**src/logic/pwr_pkg.sv**
```systemverilog
// shared constants, types and helpers for the power-down clock control pair
package pwr_pkg;
   localparam int DATA_W = 16;
   localparam int ADDR_W = 8;
   localparam int NUM_MOD = 9;
   localparam int DIV_W = 3;
   // device register offsets
   localparam logic [7:0] STBY_OFS = 8'h00;
   localparam logic [7:0] FRQ_OFS = 8'h04;
   localparam logic [7:0] DSTAT_OFS = 8'h08;
   // standby_control_reg fields
   localparam int STOP_BASIC_SER = 0;
   localparam int STOP_RTC = 1;
   localparam int STOP_TIMER = 2;
   localparam int STOP_IR_SER = 3;
   localparam int STOP_FIFO_SER = 4;
   localparam int STOP_ADC = 5;
   localparam int STOP_DAC = 6;
   localparam int STOP_DMA = 7;
   localparam int STOP_BRK = 8;
   localparam int SLP_STOP_BIT = 9;
   localparam int STBY_SEL_BIT = 10;
   localparam logic [15:0] STBY_WMASK = 16'h07ff;
   localparam logic [15:0] STBY_RESET = 16'h0000;
   // frequency_control_reg fields
   localparam int FRQ_MULT_LSB = 0;
   localparam int FRQ_IDIV_LSB = 4;
   localparam int FRQ_PDIV_LSB = 8;
   localparam int FRQ_PSRC_BIT = 12;
   localparam logic [15:0] FRQ_WMASK = 16'h1777;
   localparam logic [15:0] FRQ_RESET = 16'h0300;
   // device status bits
   localparam int DST_HW_BIT = 0;
   localparam int DST_SW_BIT = 1;
   localparam int DST_SLEEP_BIT = 2;
   localparam int DST_PEND_BIT = 3;
   localparam int DST_TOUCH_BIT = 4;
   // clock mode pin codes
   localparam logic [2:0] MODE_EXT_X1 = 3'h0;
   localparam logic [2:0] MODE_EXT_X4 = 3'h1;
   localparam logic [2:0] MODE_CRYSTAL_OUTPUT_X4 = 3'h2;
   localparam logic [2:0] MODE_BUS_IN = 3'h7;
   // controller register offsets and fields
   localparam logic [7:0] CTRL_OFS = 8'h00;
   localparam logic [7:0] HSTAT_OFS = 8'h04;
   localparam logic [7:0] DADDR_OFS = 8'h08;
   localparam logic [7:0] DWDATA_OFS = 8'h0c;
   localparam logic [7:0] DCMD_OFS = 8'h10;
   localparam logic [7:0] DRDATA_OFS = 8'h14;
   localparam int CTRL_STBY_BIT = 0;
   localparam int CMD_WR_BIT = 0;
   localparam int CMD_RD_BIT = 1;
   localparam int HS_BUSY_BIT = 0;
   localparam int HS_DEV_HW_BIT = 1;
   localparam int HS_OSC_BIT = 2;
   localparam int HS_POR_BIT = 3;
   // oscillator settling held under power-on reset
   localparam int CLK_PERIOD_NS = 40;
   localparam int OSC_SETTLE_NS = 10000;
   localparam int OSC_SETTLE_CYC =
      (OSC_SETTLE_NS + CLK_PERIOD_NS - 1) / CLK_PERIOD_NS;
   localparam int SETTLE_W = $clog2(OSC_SETTLE_CYC + 1);

   typedef enum logic [2:0] {
      ST_RUN, ST_SLEEP, ST_SW_STANDBY, ST_SETTLE, ST_HW_STANDBY
   } pwr_state_t;
   typedef enum logic [1:0] {
      CS_IDLE, CS_TOUCH, CS_ACCESS, CS_READ
   } ctl_state_t;
   typedef enum logic [1:0] {SQ_ACTIVE, SQ_STANDBY, SQ_POR_LOW, SQ_WAKE} seq_t;

   // ratio select code to divide or multiply factor 1,2,3,4,6
   function automatic logic [DIV_W-1:0] ratio_of(input logic [DIV_W-1:0] sel);
      case (sel)
         3'h1: ratio_of = 3'h2;
         3'h2: ratio_of = 3'h3;
         3'h3: ratio_of = 3'h4;
         3'h4: ratio_of = 3'h6;
         default: ratio_of = 3'h1;
      endcase
   endfunction : ratio_of
endpackage : pwr_pkg

```
**src/logic/pwr_link_if.sv**
```systemverilog
// link between the clock/power device and its external controller
`timescale 1ns/10ps
interface pwr_link_if;
   import pwr_pkg::*;
   logic standby_req_n;
   logic poweron_reset_n;
   logic manual_reset;
   logic irq;
   logic rtc_tick;
   logic periph_touch;
   logic [ADDR_W-1:0] reg_addr;
   logic [DATA_W-1:0] reg_wdata;
   logic reg_wr;
   logic reg_rd;
   logic [DATA_W-1:0] reg_rdata;
   logic osc_run;
   logic hw_standby;

   modport dev (
      input standby_req_n, poweron_reset_n, manual_reset, irq, rtc_tick,
      input periph_touch, reg_addr, reg_wdata, reg_wr, reg_rd,
      output reg_rdata, osc_run, hw_standby
   );
   modport ctl (
      output standby_req_n, poweron_reset_n, manual_reset, irq, rtc_tick,
      output periph_touch, reg_addr, reg_wdata, reg_wr, reg_rd,
      input reg_rdata, osc_run, hw_standby
   );
endinterface : pwr_link_if

```
**src/logic/pwr_device_end.sv**
```systemverilog
// power-down sequencing, module clock gating and clock dividers
//
// The strobed register port and the placing of the registers were left to the implementer.
`timescale 1ns/10ps
// Overview of operation
// - stop bit set halts that module clock
// - bits 8..0 map break..basic serial
// - adc gating resets all adc registers
// - timer gating clears timer start register
// - rtc counter runs; no access while gated
// - touch rtc/serial/timer before gating rtc
// - timer pins hold, serial pins reset
// - clear bits or reset ends module standby
// - standby pin low enters hardware standby
// - hw standby ignores irq, reset; timer pin low
// - from software standby go straight in
// - from sleep or settle, resume first
// - only power-on reset leaves hardware standby
// - pin high under reset restarts oscillator
// - two consecutive low rtc samples accept request
// - controller holds pin low throughout
// - no irq or manual reset meanwhile
// - pll1 multiplies 1,2,3,4,6, edges aligned
// - mode pins fix pll2 ratio x1 or x4
// - internal divider never slower than bus
// - peripheral divider never faster than bus
module pwr_device_end (
   input wire logic i_clk_sys,
   input wire logic i_arst_n,
   input wire logic i_ce,
   pwr_link_if.dev link,
   input wire logic [2:0] i_mode_pins,
   input wire logic i_sleep_req,
   input wire logic i_settle_done,
   output logic o_bus_clk_en,
   output logic o_cpu_clk_en,
   output logic o_per_clk_en,
   output logic [pwr_pkg::NUM_MOD-1:0] o_mod_clk_en,
   output logic o_rtc_count_en,
   output logic o_adc_init,
   output logic o_timer_start_clr,
   output logic o_timer_pins_hold,
   output logic [2:0] o_serial_pins_reset,
   output logic o_timer_clock_pin,
   output logic o_pll2_on,
   output logic o_pll2_x4,
   output logic o_mode_reserved
);
   import pwr_pkg::*;

   pwr_state_t state_reg, state_next;
   logic [DATA_W-1:0] stby_reg, frq_reg, rdata_reg;
   logic ca_low_reg, hw_pend_reg, touch_reg;
   logic [DIV_W-1:0] pll_cnt_reg, int_cnt_reg, per_cnt_reg;
   logic [NUM_MOD-1:0] mod_en_next;

   wire in_hw = (state_reg == ST_HW_STANDBY);
   wire in_sw = (state_reg == ST_SW_STANDBY);
   wire por_act = ~link.poweron_reset_n;
   wire man_rst = link.manual_reset & ~in_hw;
   wire soft_rst = por_act | man_rst;
   // a low sample must follow a low sample on the rtc tick
   wire ca_accept = link.rtc_tick & ~link.standby_req_n & ca_low_reg;
   wire wr_stby = link.reg_wr & (link.reg_addr == STBY_OFS);
   wire wr_frq = link.reg_wr & (link.reg_addr == FRQ_OFS);
   wire [NUM_MOD-1:0] stop = stby_reg[NUM_MOD-1:0];
   wire running = (state_reg == ST_RUN) | (state_reg == ST_SLEEP);

   wire [DIV_W-1:0] mult = ratio_of(frq_reg[FRQ_MULT_LSB +: DIV_W]);
   wire [DIV_W-1:0] idiv_raw = ratio_of(frq_reg[FRQ_IDIV_LSB +: DIV_W]);
   wire [DIV_W-1:0] pdiv_raw = ratio_of(frq_reg[FRQ_PDIV_LSB +: DIV_W]);
   wire per_src_bus = frq_reg[FRQ_PSRC_BIT];
   // illegal ratios are clamped rather than refused
   wire [DIV_W-1:0] idiv = (idiv_raw > mult) ? mult : idiv_raw;
   wire [DIV_W-1:0] pdiv =
      (!per_src_bus && pdiv_raw < mult) ? mult : pdiv_raw;

   wire pll_wrap = (pll_cnt_reg >= mult - 3'h1);
   wire bus_tick = running & (pll_cnt_reg == 3'h0);
   wire int_tick = running & (int_cnt_reg == 3'h0);
   wire per_step = per_src_bus ? bus_tick : running;
   wire per_tick = per_step & (per_cnt_reg == 3'h0);
   wire [DIV_W-1:0] pll_cnt_next = pll_wrap ? 3'h0 : pll_cnt_reg + 3'h1;
   // internal divider restarts with each bus edge for alignment
   wire [DIV_W-1:0] int_cnt_next =
      (pll_wrap || int_cnt_reg >= idiv - 3'h1) ? 3'h0 : int_cnt_reg + 3'h1;
   wire [DIV_W-1:0] per_cnt_next = !per_step ? per_cnt_reg :
      (per_cnt_reg >= pdiv - 3'h1) ? 3'h0 : per_cnt_reg + 3'h1;

   wire [DATA_W-1:0] dstat = DATA_W'({touch_reg, hw_pend_reg,
      state_reg == ST_SLEEP, in_sw, in_hw});
   wire [DATA_W-1:0] rd_mux =
      (link.reg_addr == STBY_OFS) ? stby_reg :
      (link.reg_addr == FRQ_OFS) ? frq_reg :
      (link.reg_addr == DSTAT_OFS) ? dstat : '0;
   wire timer_gate_set = wr_stby & link.reg_wdata[STOP_TIMER] &
      ~stop[STOP_TIMER];
   wire sw_entry = (state_next == ST_SW_STANDBY) & ~in_sw;

   // every module gate is a registered enable, so no runt clock can occur
   genvar gi;
   generate
      for (gi = 0; gi < NUM_MOD; gi++) begin : g_gate
         if (gi == STOP_RTC) begin : g_rtc
            // rtc-clocked logic keeps running through sleep, software and hardware standby; only its stop bit halts it
            assign mod_en_next[gi] = link.rtc_tick & ~stop[gi];
         end else begin : g_per
            assign mod_en_next[gi] = per_tick & ~stop[gi];
         end
      end
   endgenerate

   always_comb begin
      state_next = state_reg;
      case (state_reg)
         ST_RUN: begin
            if (hw_pend_reg | ca_accept)
               state_next = ST_HW_STANDBY;
            else if (i_sleep_req)
               state_next = stby_reg[STBY_SEL_BIT] ? ST_SW_STANDBY : ST_SLEEP;
         end
         ST_SLEEP: begin
            if (link.irq)
               state_next = ST_RUN;
         end
         ST_SW_STANDBY: begin
            if (hw_pend_reg | ca_accept)
               state_next = ST_HW_STANDBY;
            else if (link.irq)
               state_next = ST_SETTLE;
         end
         ST_SETTLE: begin
            if (i_settle_done)
               state_next = ST_RUN;
         end
         ST_HW_STANDBY: state_next = ST_HW_STANDBY;
         default: state_next = ST_RUN;
      endcase
      // oscillator restarts only once the pin rises under reset
      if (por_act)
         state_next = (in_hw & ~link.standby_req_n) ?
            ST_HW_STANDBY : ST_RUN;
      else if (man_rst)
         state_next = ST_RUN;
   end

   always_ff @(posedge i_clk_sys or negedge i_arst_n) begin
      if (!i_arst_n) begin
         state_reg <= ST_RUN;
         ca_low_reg <= 1'b0;
         hw_pend_reg <= 1'b0;
      end else if (i_ce) begin
         state_reg <= state_next;
         if (link.rtc_tick)
            ca_low_reg <= ~link.standby_req_n;
         // a request seen in sleep or settle waits for the cpu to resume
         if (soft_rst)
            hw_pend_reg <= 1'b0;
         else if (ca_accept)
            hw_pend_reg <= 1'b1;
         else if (state_next == ST_HW_STANDBY)
            hw_pend_reg <= 1'b0;
      end
   end

   always_ff @(posedge i_clk_sys or negedge i_arst_n) begin
      if (!i_arst_n) begin
         stby_reg <= STBY_RESET;
         frq_reg <= FRQ_RESET;
         touch_reg <= 1'b0;
      end else if (i_ce) begin
         if (soft_rst) begin
            stby_reg <= STBY_RESET;
            frq_reg <= FRQ_RESET;
         end else if (wr_stby) begin
            stby_reg <= link.reg_wdata & STBY_WMASK;
         end else if (wr_frq) begin
            frq_reg <= link.reg_wdata & FRQ_WMASK;
         end
         // records the access that must precede rtc gating
         if (soft_rst)
            touch_reg <= 1'b0;
         else if (link.periph_touch)
            touch_reg <= 1'b1;
         else if (wr_stby)
            touch_reg <= 1'b0;
      end
   end

   always_ff @(posedge i_clk_sys or negedge i_arst_n) begin
      if (!i_arst_n) begin
         pll_cnt_reg <= 3'h0;
         int_cnt_reg <= 3'h0;
         per_cnt_reg <= 3'h0;
      end else if (i_ce) begin
         // halted clocks restart from a common edge
         pll_cnt_reg <= running ? pll_cnt_next : 3'h0;
         int_cnt_reg <= running ? int_cnt_next : 3'h0;
         per_cnt_reg <= running ? per_cnt_next : 3'h0;
      end
   end

   always_ff @(posedge i_clk_sys or negedge i_arst_n) begin
      if (!i_arst_n) begin
         o_bus_clk_en <= 1'b0;
         o_cpu_clk_en <= 1'b0;
         o_per_clk_en <= 1'b0;
         o_mod_clk_en <= '0;
         o_rtc_count_en <= 1'b0;
         o_timer_start_clr <= 1'b0;
         o_timer_clock_pin <= 1'b0;
      end else if (i_ce) begin
         o_bus_clk_en <= bus_tick;
         o_cpu_clk_en <= int_tick & (state_reg == ST_RUN);
         o_per_clk_en <= per_tick;
         o_mod_clk_en <= mod_en_next;
         o_rtc_count_en <= link.rtc_tick;
         o_timer_start_clr <= timer_gate_set | sw_entry;
         if (in_hw | por_act)
            o_timer_clock_pin <= 1'b0;
         else if (mod_en_next[STOP_TIMER])
            o_timer_clock_pin <= ~o_timer_clock_pin;
      end
   end

   always_ff @(posedge i_clk_sys or negedge i_arst_n) begin
      if (!i_arst_n) begin
         o_adc_init <= 1'b0;
         o_timer_pins_hold <= 1'b0;
         o_serial_pins_reset <= 3'h0;
         o_pll2_on <= 1'b1;
         o_pll2_x4 <= 1'b0;
         o_mode_reserved <= 1'b0;
      end else if (i_ce) begin
         o_adc_init <= stop[STOP_ADC];
         o_timer_pins_hold <= stop[STOP_TIMER];
         o_serial_pins_reset <= {stop[STOP_FIFO_SER], stop[STOP_IR_SER],
            stop[STOP_BASIC_SER]};
         o_pll2_on <= (i_mode_pins != MODE_BUS_IN);
         o_pll2_x4 <= (i_mode_pins == MODE_EXT_X4) |
            (i_mode_pins == MODE_CRYSTAL_OUTPUT_X4);
         o_mode_reserved <= (i_mode_pins != MODE_EXT_X1) &
            (i_mode_pins != MODE_EXT_X4) & (i_mode_pins != MODE_CRYSTAL_OUTPUT_X4) &
            (i_mode_pins != MODE_BUS_IN);
      end
   end

   always_ff @(posedge i_clk_sys or negedge i_arst_n) begin
      if (!i_arst_n) begin
         rdata_reg <= '0;
         link.osc_run <= 1'b1;
         link.hw_standby <= 1'b0;
      end else if (i_ce) begin
         rdata_reg <= link.reg_rd ? rd_mux : '0;
         link.osc_run <= ~((state_next == ST_SW_STANDBY) |
            (state_next == ST_HW_STANDBY));
         link.hw_standby <= (state_next == ST_HW_STANDBY);
      end
   end
   assign link.reg_rdata = rdata_reg;
endmodule : pwr_device_end

```
**src/flat_wrapper.sv**
```systemverilog
// flat-port wrapper written by rule: the top's interface ports become plain ports
module pwr_device_end_flat import pwr_pkg::*;
  (i_clk_sys, i_arst_n, i_ce, i_mode_pins, i_sleep_req, i_settle_done, o_bus_clk_en, o_cpu_clk_en, o_per_clk_en, o_mod_clk_en, o_rtc_count_en, o_adc_init, o_timer_start_clr, o_timer_pins_hold, o_serial_pins_reset, o_timer_clock_pin, o_pll2_on, o_pll2_x4, o_mode_reserved, link_standby_req_n, link_poweron_reset_n, link_manual_reset, link_irq, link_rtc_tick, link_periph_touch, link_reg_addr, link_reg_wdata, link_reg_wr, link_reg_rd, link_reg_rdata, link_osc_run, link_hw_standby);
  pwr_link_if link_i ();
  input wire logic i_clk_sys;
  input wire logic i_arst_n;
  input wire logic i_ce;
  input wire logic [2:0] i_mode_pins;
  input wire logic i_sleep_req;
  input wire logic i_settle_done;
  output logic o_bus_clk_en;
  output logic o_cpu_clk_en;
  output logic o_per_clk_en;
  output logic [pwr_pkg::NUM_MOD-1:0] o_mod_clk_en;
  output logic o_rtc_count_en;
  output logic o_adc_init;
  output logic o_timer_start_clr;
  output logic o_timer_pins_hold;
  output logic [2:0] o_serial_pins_reset;
  output logic o_timer_clock_pin;
  output logic o_pll2_on;
  output logic o_pll2_x4;
  output logic o_mode_reserved;
  input wire logic [$bits(link_i.standby_req_n)-1:0] link_standby_req_n;
  input wire logic [$bits(link_i.poweron_reset_n)-1:0] link_poweron_reset_n;
  input wire logic [$bits(link_i.manual_reset)-1:0] link_manual_reset;
  input wire logic [$bits(link_i.irq)-1:0] link_irq;
  input wire logic [$bits(link_i.rtc_tick)-1:0] link_rtc_tick;
  input wire logic [$bits(link_i.periph_touch)-1:0] link_periph_touch;
  input wire logic [$bits(link_i.reg_addr)-1:0] link_reg_addr;
  input wire logic [$bits(link_i.reg_wdata)-1:0] link_reg_wdata;
  input wire logic [$bits(link_i.reg_wr)-1:0] link_reg_wr;
  input wire logic [$bits(link_i.reg_rd)-1:0] link_reg_rd;
  output wire logic [$bits(link_i.reg_rdata)-1:0] link_reg_rdata;
  output wire logic [$bits(link_i.osc_run)-1:0] link_osc_run;
  output wire logic [$bits(link_i.hw_standby)-1:0] link_hw_standby;
  assign link_i.standby_req_n = link_standby_req_n;
  assign link_i.poweron_reset_n = link_poweron_reset_n;
  assign link_i.manual_reset = link_manual_reset;
  assign link_i.irq = link_irq;
  assign link_i.rtc_tick = link_rtc_tick;
  assign link_i.periph_touch = link_periph_touch;
  assign link_i.reg_addr = link_reg_addr;
  assign link_i.reg_wdata = link_reg_wdata;
  assign link_i.reg_wr = link_reg_wr;
  assign link_i.reg_rd = link_reg_rd;
  assign link_reg_rdata = link_i.reg_rdata;
  assign link_osc_run = link_i.osc_run;
  assign link_hw_standby = link_i.hw_standby;
  pwr_device_end u_core (.i_clk_sys(i_clk_sys), .i_arst_n(i_arst_n), .i_ce(i_ce), .link(link_i), .i_mode_pins(i_mode_pins), .i_sleep_req(i_sleep_req), .i_settle_done(i_settle_done), .o_bus_clk_en(o_bus_clk_en), .o_cpu_clk_en(o_cpu_clk_en), .o_per_clk_en(o_per_clk_en), .o_mod_clk_en(o_mod_clk_en), .o_rtc_count_en(o_rtc_count_en), .o_adc_init(o_adc_init), .o_timer_start_clr(o_timer_start_clr), .o_timer_pins_hold(o_timer_pins_hold), .o_serial_pins_reset(o_serial_pins_reset), .o_timer_clock_pin(o_timer_clock_pin), .o_pll2_on(o_pll2_on), .o_pll2_x4(o_pll2_x4), .o_mode_reserved(o_mode_reserved));
endmodule
```
**config.mk**
```make
export PLATFORM = sky130hd
export DESIGN_NAME = pwr_device_end_flat
export DESIGN_NICKNAME = d
export VERILOG_FILES = /design/src/logic/pwr_pkg.sv /design/src/logic/pwr_link_if.sv /design/src/logic/pwr_device_end.sv /design/src/flat_wrapper.sv
export SDC_FILE = /design/constraint.sdc
export NUM_CORES = 1
export LEC_CHECK = 0
export ABC_AREA = 1
export ABC_CLOCK_PERIOD_IN_PS = 3400
export BUFFER_PORTS_ARGS = -buffer_cell sky130_fd_sc_hd__buf_2
export CAP_MARGIN = 10
export CORE_AREA = 2 2 88 112
export DETAILED_ROUTE_END_ITERATION = 16
export DIE_AREA = 0 0 90 114
export GPL_TIMING_DRIVEN = 1
export PLACE_DENSITY = 0.66
export SLEW_MARGIN = 20
export SYNTH_ARGS = -nofsm -noshare
export SYNTH_HDL_FRONTEND = slang
export SYNTH_SLANG_ARGS = --single-unit
```
**constraint.sdc**
```tcl
create_clock -name i_clk_sys -period 3.4 [get_ports i_clk_sys]
set_input_delay 1.02 -clock i_clk_sys [delete_from_list [all_inputs] [get_ports i_clk_sys]]
set_output_delay 1.02 -clock i_clk_sys [all_outputs]
set_load 0.005 [all_outputs]
```
# [Yosys cells after proc, flatten, opt, wreduce, memory -nomap -nowiden]
# Index checks and enable logic that the tools add are counted.
[word_totals] in_bits=40 output_inout_bits=41 ff_bits=88
[op_classes] bitwise_logic=47 order_cmp=5 n_reduce_logical=21 eq_ne=27 n_addsub=6 mux=41
[op_table] cell="2-to-1 mux 16 bit" n=8
[op_table] cell="2-to-1 mux 3 bit" n=18
[op_table] cell="case mux 3 bit (4 select lines)" n=3
[op_table] cell="equality test 3 x 2 -> 1 bit, second input constant" n=10
[op_table] cell="bitwise AND 1 bit" n=25
[op_table] cell="equality test 3 x 1 -> 1 bit, second input constant" n=5
[op_table] cell="equality test 3 bit, second input constant" n=5
[op_table] cell="NOT 1 bit" n=15
[op_table] cell="case mux 3 bit (5 select lines)" n=1
[op_table] cell="zero test 3 bit" n=4
[op_table] cell="AND reduction 2 bit" n=6
[op_table] cell="adder 3 x 1 -> 3 bit, second input constant" n=3
[op_table] cell=">= comparator 3 bit" n=3
[op_table] cell="2-to-1 mux 1 bit" n=9
[op_table] cell="nonzero test 3 bit" n=3
[op_table] cell="subtractor 3 x 1 -> 3 bit, second input constant" n=3
[op_table] cell="equality test 8 x 3 -> 1 bit, second input constant" n=1
[op_table] cell="equality test 8 x 4 -> 1 bit, second input constant" n=1
[op_table] cell="zero test 8 bit" n=1
[op_table] cell="OR 1 bit" n=7
[op_table] cell="nonzero test 2 bit" n=3
[op_table] cell="2-to-1 mux 5 bit" n=1
[op_table] cell="greater-than comparator 3 bit" n=1
[op_table] cell="< comparator 3 bit" n=1
[op_table] cell="10 further kinds" n=10

# [Logic depth before layout (Yosys ltp)]
[depth] ltp_word=12 ltp_mapped=20

# [Least setup slack after synthesis]
# No wires, ideal clock.
[synth_timing] path_type="reg2reg" start="register u_core.frq_reg[8]" end="register u_core.per_cnt_reg[2]" period_less_slack_ns=2.854 setup_time_ns=0.065 path_buffers=0 arrival_time_ns=2.788 path_stages_with_launch=16 slack_ns=0.546 path_cell_list="dfstp_2 > inv_1 > o21ai_0 > o21ai_0 > inv_1 > ha_1 > a21oi_1 > nand3_2 > o21ai_0 > ha_1 > ha_1 > o21ai_0 > nand2_1 > a21oi_1 > a41oi_1 > inv_1"
[synth_between] elab_chain_cells=10 word_cells_on_any_way=13 classes_between="add/sub: 1; order compare: 2; eq/ne: 4; mux: 5; reduce/logical: 1"
[synth_lines] element="from (decl)" line="pwr_device_end.sv:52" rtl="logic [DATA_W-1:0] stby_reg, frq_reg, rdata_reg;"
[synth_lines] element="from (signal assigned)" line="pwr_device_end.sv:178" rtl="frq_reg <= link.reg_wdata & FRQ_WMASK;"
[synth_lines] element="equality test 3 bit, or another cell as far along" line="pwr_pkg.sv:74" rtl="case (sel)"
[synth_lines] element="case mux 3 bit (4 select lines) (*)" line="pwr_pkg.sv:74"
[synth_lines] element="< comparator 3 bit" line="pwr_device_end.sv:76" rtl="(!per_src_bus && pdiv_raw < mult) ? mult : pdiv_raw;"
[synth_lines] element="logical AND 1 bit" line="pwr_device_end.sv:76"
[synth_lines] element="2-to-1 mux 3 bit (*)" line="pwr_device_end.sv:76"
[synth_lines] element="subtractor 3 x 1 -> 3 bit (*)" line="pwr_device_end.sv:88" rtl="(per_cnt_reg >= pdiv - 3'h1) ? 3'h0 : per_cnt_reg + 3'h1;"
[synth_lines] element=">= comparator 3 bit (*)" line="pwr_device_end.sv:88"
[synth_lines] element="2-to-1 mux 3 bit (*)" line="pwr_device_end.sv:88"
[synth_lines] element="2-to-1 mux 3 bit (*)" line="pwr_device_end.sv:87" rtl="wire [DIV_W-1:0] per_cnt_next = !per_step ? per_cnt_reg :"
[synth_lines] element="2-to-1 mux 3 bit (*)" line="pwr_device_end.sv:199" rtl="per_cnt_reg <= running ? per_cnt_next : 3'h0;"
[synth_lines] element="to (signal assigned)" line="pwr_device_end.sv:199"
[synth_lines] element="to (decl)" line="pwr_device_end.sv:54" rtl="logic [DIV_W-1:0] pll_cnt_reg, int_cnt_reg, per_cnt_reg;"
# Every way passes the cells marked *; elsewhere a longest branch is shown, timed or not. The select of a mux whose other input is x is not followed.
# A chain may end at the register's enable or synchronous reset.

# [Final worst setup path]
[layout_timing] start="register u_core.frq_reg[1]" end="register u_core.int_cnt_reg[2]"
[layout_between] elab_chain_cells=9 word_cells_on_any_way=14 classes_between="add/sub: 2; order compare: 3; eq/ne: 4; mux: 4; reduce/logical: 1"
[layout_lines] element="equality test 3 bit, or another cell as far along" line="pwr_pkg.sv:74"
[layout_lines] element="case mux 3 bit (4 select lines) (*)" line="pwr_pkg.sv:74"
[layout_lines] element="greater-than comparator 3 bit" line="pwr_device_end.sv:74" rtl="wire [DIV_W-1:0] idiv = (idiv_raw > mult) ? mult : idiv_raw;"
[layout_lines] element="2-to-1 mux 3 bit" line="pwr_device_end.sv:74"
[layout_lines] element="subtractor 3 x 1 -> 3 bit" line="pwr_device_end.sv:86" rtl="(pll_wrap || int_cnt_reg >= idiv - 3'h1) ? 3'h0 : int_cnt_reg + 3'h1;"
[layout_lines] element=">= comparator 3 bit" line="pwr_device_end.sv:86"
[layout_lines] element="logical OR 1 bit (*)" line="pwr_device_end.sv:86"
[layout_lines] element="2-to-1 mux 3 bit (*)" line="pwr_device_end.sv:86"
[layout_lines] element="2-to-1 mux 3 bit (*)" line="pwr_device_end.sv:198" rtl="int_cnt_reg <= running ? int_cnt_next : 3'h0;"
[layout_lines] element="to (signal assigned)" line="pwr_device_end.sv:198"
[layout_lines] element="to (decl)" line="pwr_device_end.sv:54"
# Every way passes the cells marked *; elsewhere a longest branch is shown, timed or not.

==> flow_summary.toml <==
[floorplanning]
fp.dieArea_mm2 = 0.0103
rows = 40
die_h_um = 114
die_w_um = 90
io_pins = 81
start_util_pct = 43.5
fp.coreArea_mm2 = 0.00931

[clock_network]
htreeDepth = 3
cts.sinks = 73
clock_path_buffers = 2
cts_buffers = 9
clkLatencyLatePin_ns = 0.33
cts-root-buf = "clkbuf_16"
cts_tree = "yes"
clk_pin_slew_worst_paths_ns = 0.06

[timing]
grt_setup_unrepaired = "no"
setup_tns_ns = 0
hold_violations = 0
setup_violations = 0
drv_slew = 0
skew_ns = 0.00567
worst_pin_slew_ns = 0.659
fin_ws_ns = 0.264
period_needed_ns = 3.14
fmax_ghz = 0.319
min_period_over_period_pct = 92.2
slew-limit-headroom_pct = 55.9
hold_ws_ns = 0.459

[worst_setup_path]
worst_ep_required_time_ns = 3.66
arrival_ns = 3.39
critPathCaptureType = "register"
crit_fanout = 5
critPathLaunchType = "register"
worstSetupPathType = "register to register"
reg2reg_depth = 16

[global_route]
grt_pass1_vias = 3418
grt_pass1_wl_mm = 16.4
gr-total-overflow = 0
grt_max_degree = 65
grtUsageTotal_pct = 20.0
antenna_found_initial = 0

[layout]
largest_reg_flops = 12
num_antenna_cells = 0
utilization_pct = 52.4
final_cells = 691
final_common_cell = "nand2_1"
area_delta_synth_final_pct = 20.3
design_area_mm2 = 0.00487
nets = 622
drive_gt1_share_pct = 24.1
nFillCells = 909
layout_common_cells = "nand2_1, buf_2, dfrtp_1"

[synth]
yosys_warnings = 0
syn_inst = 486
synth-seq-cells = 73
syn_avg_cell_area_um2 = 8.34
synth-edff-count = 0
ys.flop_type = "dfrtp_1"
yosysSeqAreaShare_pct = 45.2
ys_async_sr_fraction_pct = 100
syn_area_mm2 = 0.00405
synthDistinctLibCells = 41

[detailed_routing]
drt-total-wl_mm = 9.86
wl_per_cell_um = 14.3
wl_met1_mm = 4.27
vias = 3527
top_layer = "met4"
drt_iter0_drc = 165
route.detailed.drc = 0
vias_per_cell = 5.10
route.met2.wl_mm = 5.09
dr.pass1.iters = 4
wl_met3_um = 333
ant_nets = 0

[placed_design]
post-place-cells = 675
place_ws_ns = 0.0915
place_area_mm2 = 0.00452
gp_congestion = 0.921
post-dp-hpwl_mm = 7.29
io_buffers = 72

[min_path]
hold_depth = 1
hp-class = "register to register"

[flow_run]
cap_viol_max_count = 0

[power]
power.density_mw_per_mm2 = 621
leakagePower_nw = 2.48
ir_drop_mv = 0.273
power_mw = 3.03

[status]
status = "finished, final reports clean"
cells by family after synthesis:
| kind of cell | count (synthesis) | synth area share [%] |
|---|---|---|
| simple gates | 195 | 21.7 |
| compound gates | 111 | 16.5 |
| buf+inv | 80 | 8.86 |
| flops | 73 | 45.2 |
| fa+ha+maj | 22 | 6.79 |
| xor+xnor | 4 | 0.865 |
| other cells | 1 | 0.0925 |
cell usage after synthesis (2+ instances only):
| cell | count | area, µm² |
|---|---|---|
| xor2_1 | 3 | 26.3 |
| buf_4 | 4 | 30.0 |
| nor2_2 | 4 | 25.0 |
| nand2_4 | 2 | 22.5 |
| o21ai_0 | 44 | 220 |
| a21oi_1 | 34 | 170 |
| inv_1 | 57 | 214 |
| o21ai_2 | 9 | 78.8 |
| o21ai_1 | 3 | 15.0 |
| nor3_1 | 3 | 15.0 |
| nand2_1 | 101 | 379 |
| clkbuf_1 | 5 | 18.8 |
| buf_2 | 3 | 15.0 |
| nand4_1 | 10 | 62.6 |
| dfrtp_1 | 69 | 1730 |
| dfstp_2 | 4 | 105 |
| nand2_2 | 3 | 18.8 |
| a32oi_1 | 5 | 43.8 |
| o211ai_1 | 5 | 37.5 |
| inv_2 | 3 | 11.3 |
| buf_6 | 5 | 56.3 |
| o22ai_1 | 2 | 12.5 |
| nor2_1 | 45 | 169 |
| nand3_2 | 4 | 40.0 |
| a32o_1 | 2 | 20.0 |
| nor2_4 | 2 | 22.5 |
| nand3b_1 | 3 | 22.5 |
| ha_1 | 22 | 275 |
| nand3_1 | 17 | 85.1 |
| buf_1 | 2 | 7.51 |
final cells by class:
| type | count | area, µm² | share of cell area (%) |
|---|---|---|---|
| Inverter | 61 | 231 | 4.75 |
| Clock buffer | 11 | 233 | 4.77 |
| Multi-Input combinational cell | 336 | 1920 | 39.3 |
| Timing Repair Buffer | 79 | 425 | 8.73 |
| Sequential cell | 73 | 1830 | 37.6 |
| Clock inverter | 5 | 80.1 | 1.64 |
| Tap cell | 126 | 158 | 3.23 |
worst paths after layout:
path                               startpoint                     end  slack [ns]
max                         u_core.frq_reg[1]   u_core.int_cnt_reg[2]        0.26
min in group asynchronous            i_arst_n   u_core.int_cnt_reg[1]        0.57
max in group asynchronous            i_arst_n        u_core.o_pll2_on        2.17
min reg2reg                u_core.stby_reg[3]  u_core.o_mod_clk_en[3]        0.46
min                        u_core.stby_reg[3]  u_core.o_mod_clk_en[3]        0.46
max reg2reg                 u_core.frq_reg[1]   u_core.int_cnt_reg[2]        0.26
metal layers:
layer,GRT usage [%],vias up
met4,7.28,0
met3,4.36,13
li1,-,1749
met5,0,-
met2,35.1,72
met1,24.3,1693
power breakdown:
group	total, mW	switching [mW]	internal, mW	leakage (nW)
registers	1.11	0.0916	1.02	0.949
clock network	0.999	0.358	0.641	0.146
logic	0.920	0.552	0.368	1.39
worst max-delay path, cell delays in order, from the launching register on:
cell and delay (ns):
dfrtp_1 0.42, nor2_1 0.11, inv_1 0.08, a21oi_2 0.18, inv_1 0.14, ha_4 0.30, nand3b_1 0.11, a32oi_2 0.25
nor2_1 0.09, a21oi_2 0.18, ha_1 0.19, xor2_1 0.17, ha_1 0.25, a21boi_0 0.13, nor3_2 0.20, nand3_1 0.10
a21oi_1 0.14
repair_timing:
action	in CTS	in global routing
setup buffers	0	0
hold buffers	0	0
endpoints found under the setup margin	0	6
gates resized for setup	0	9
No activity file was read; power rests on OpenSTA's default activity.
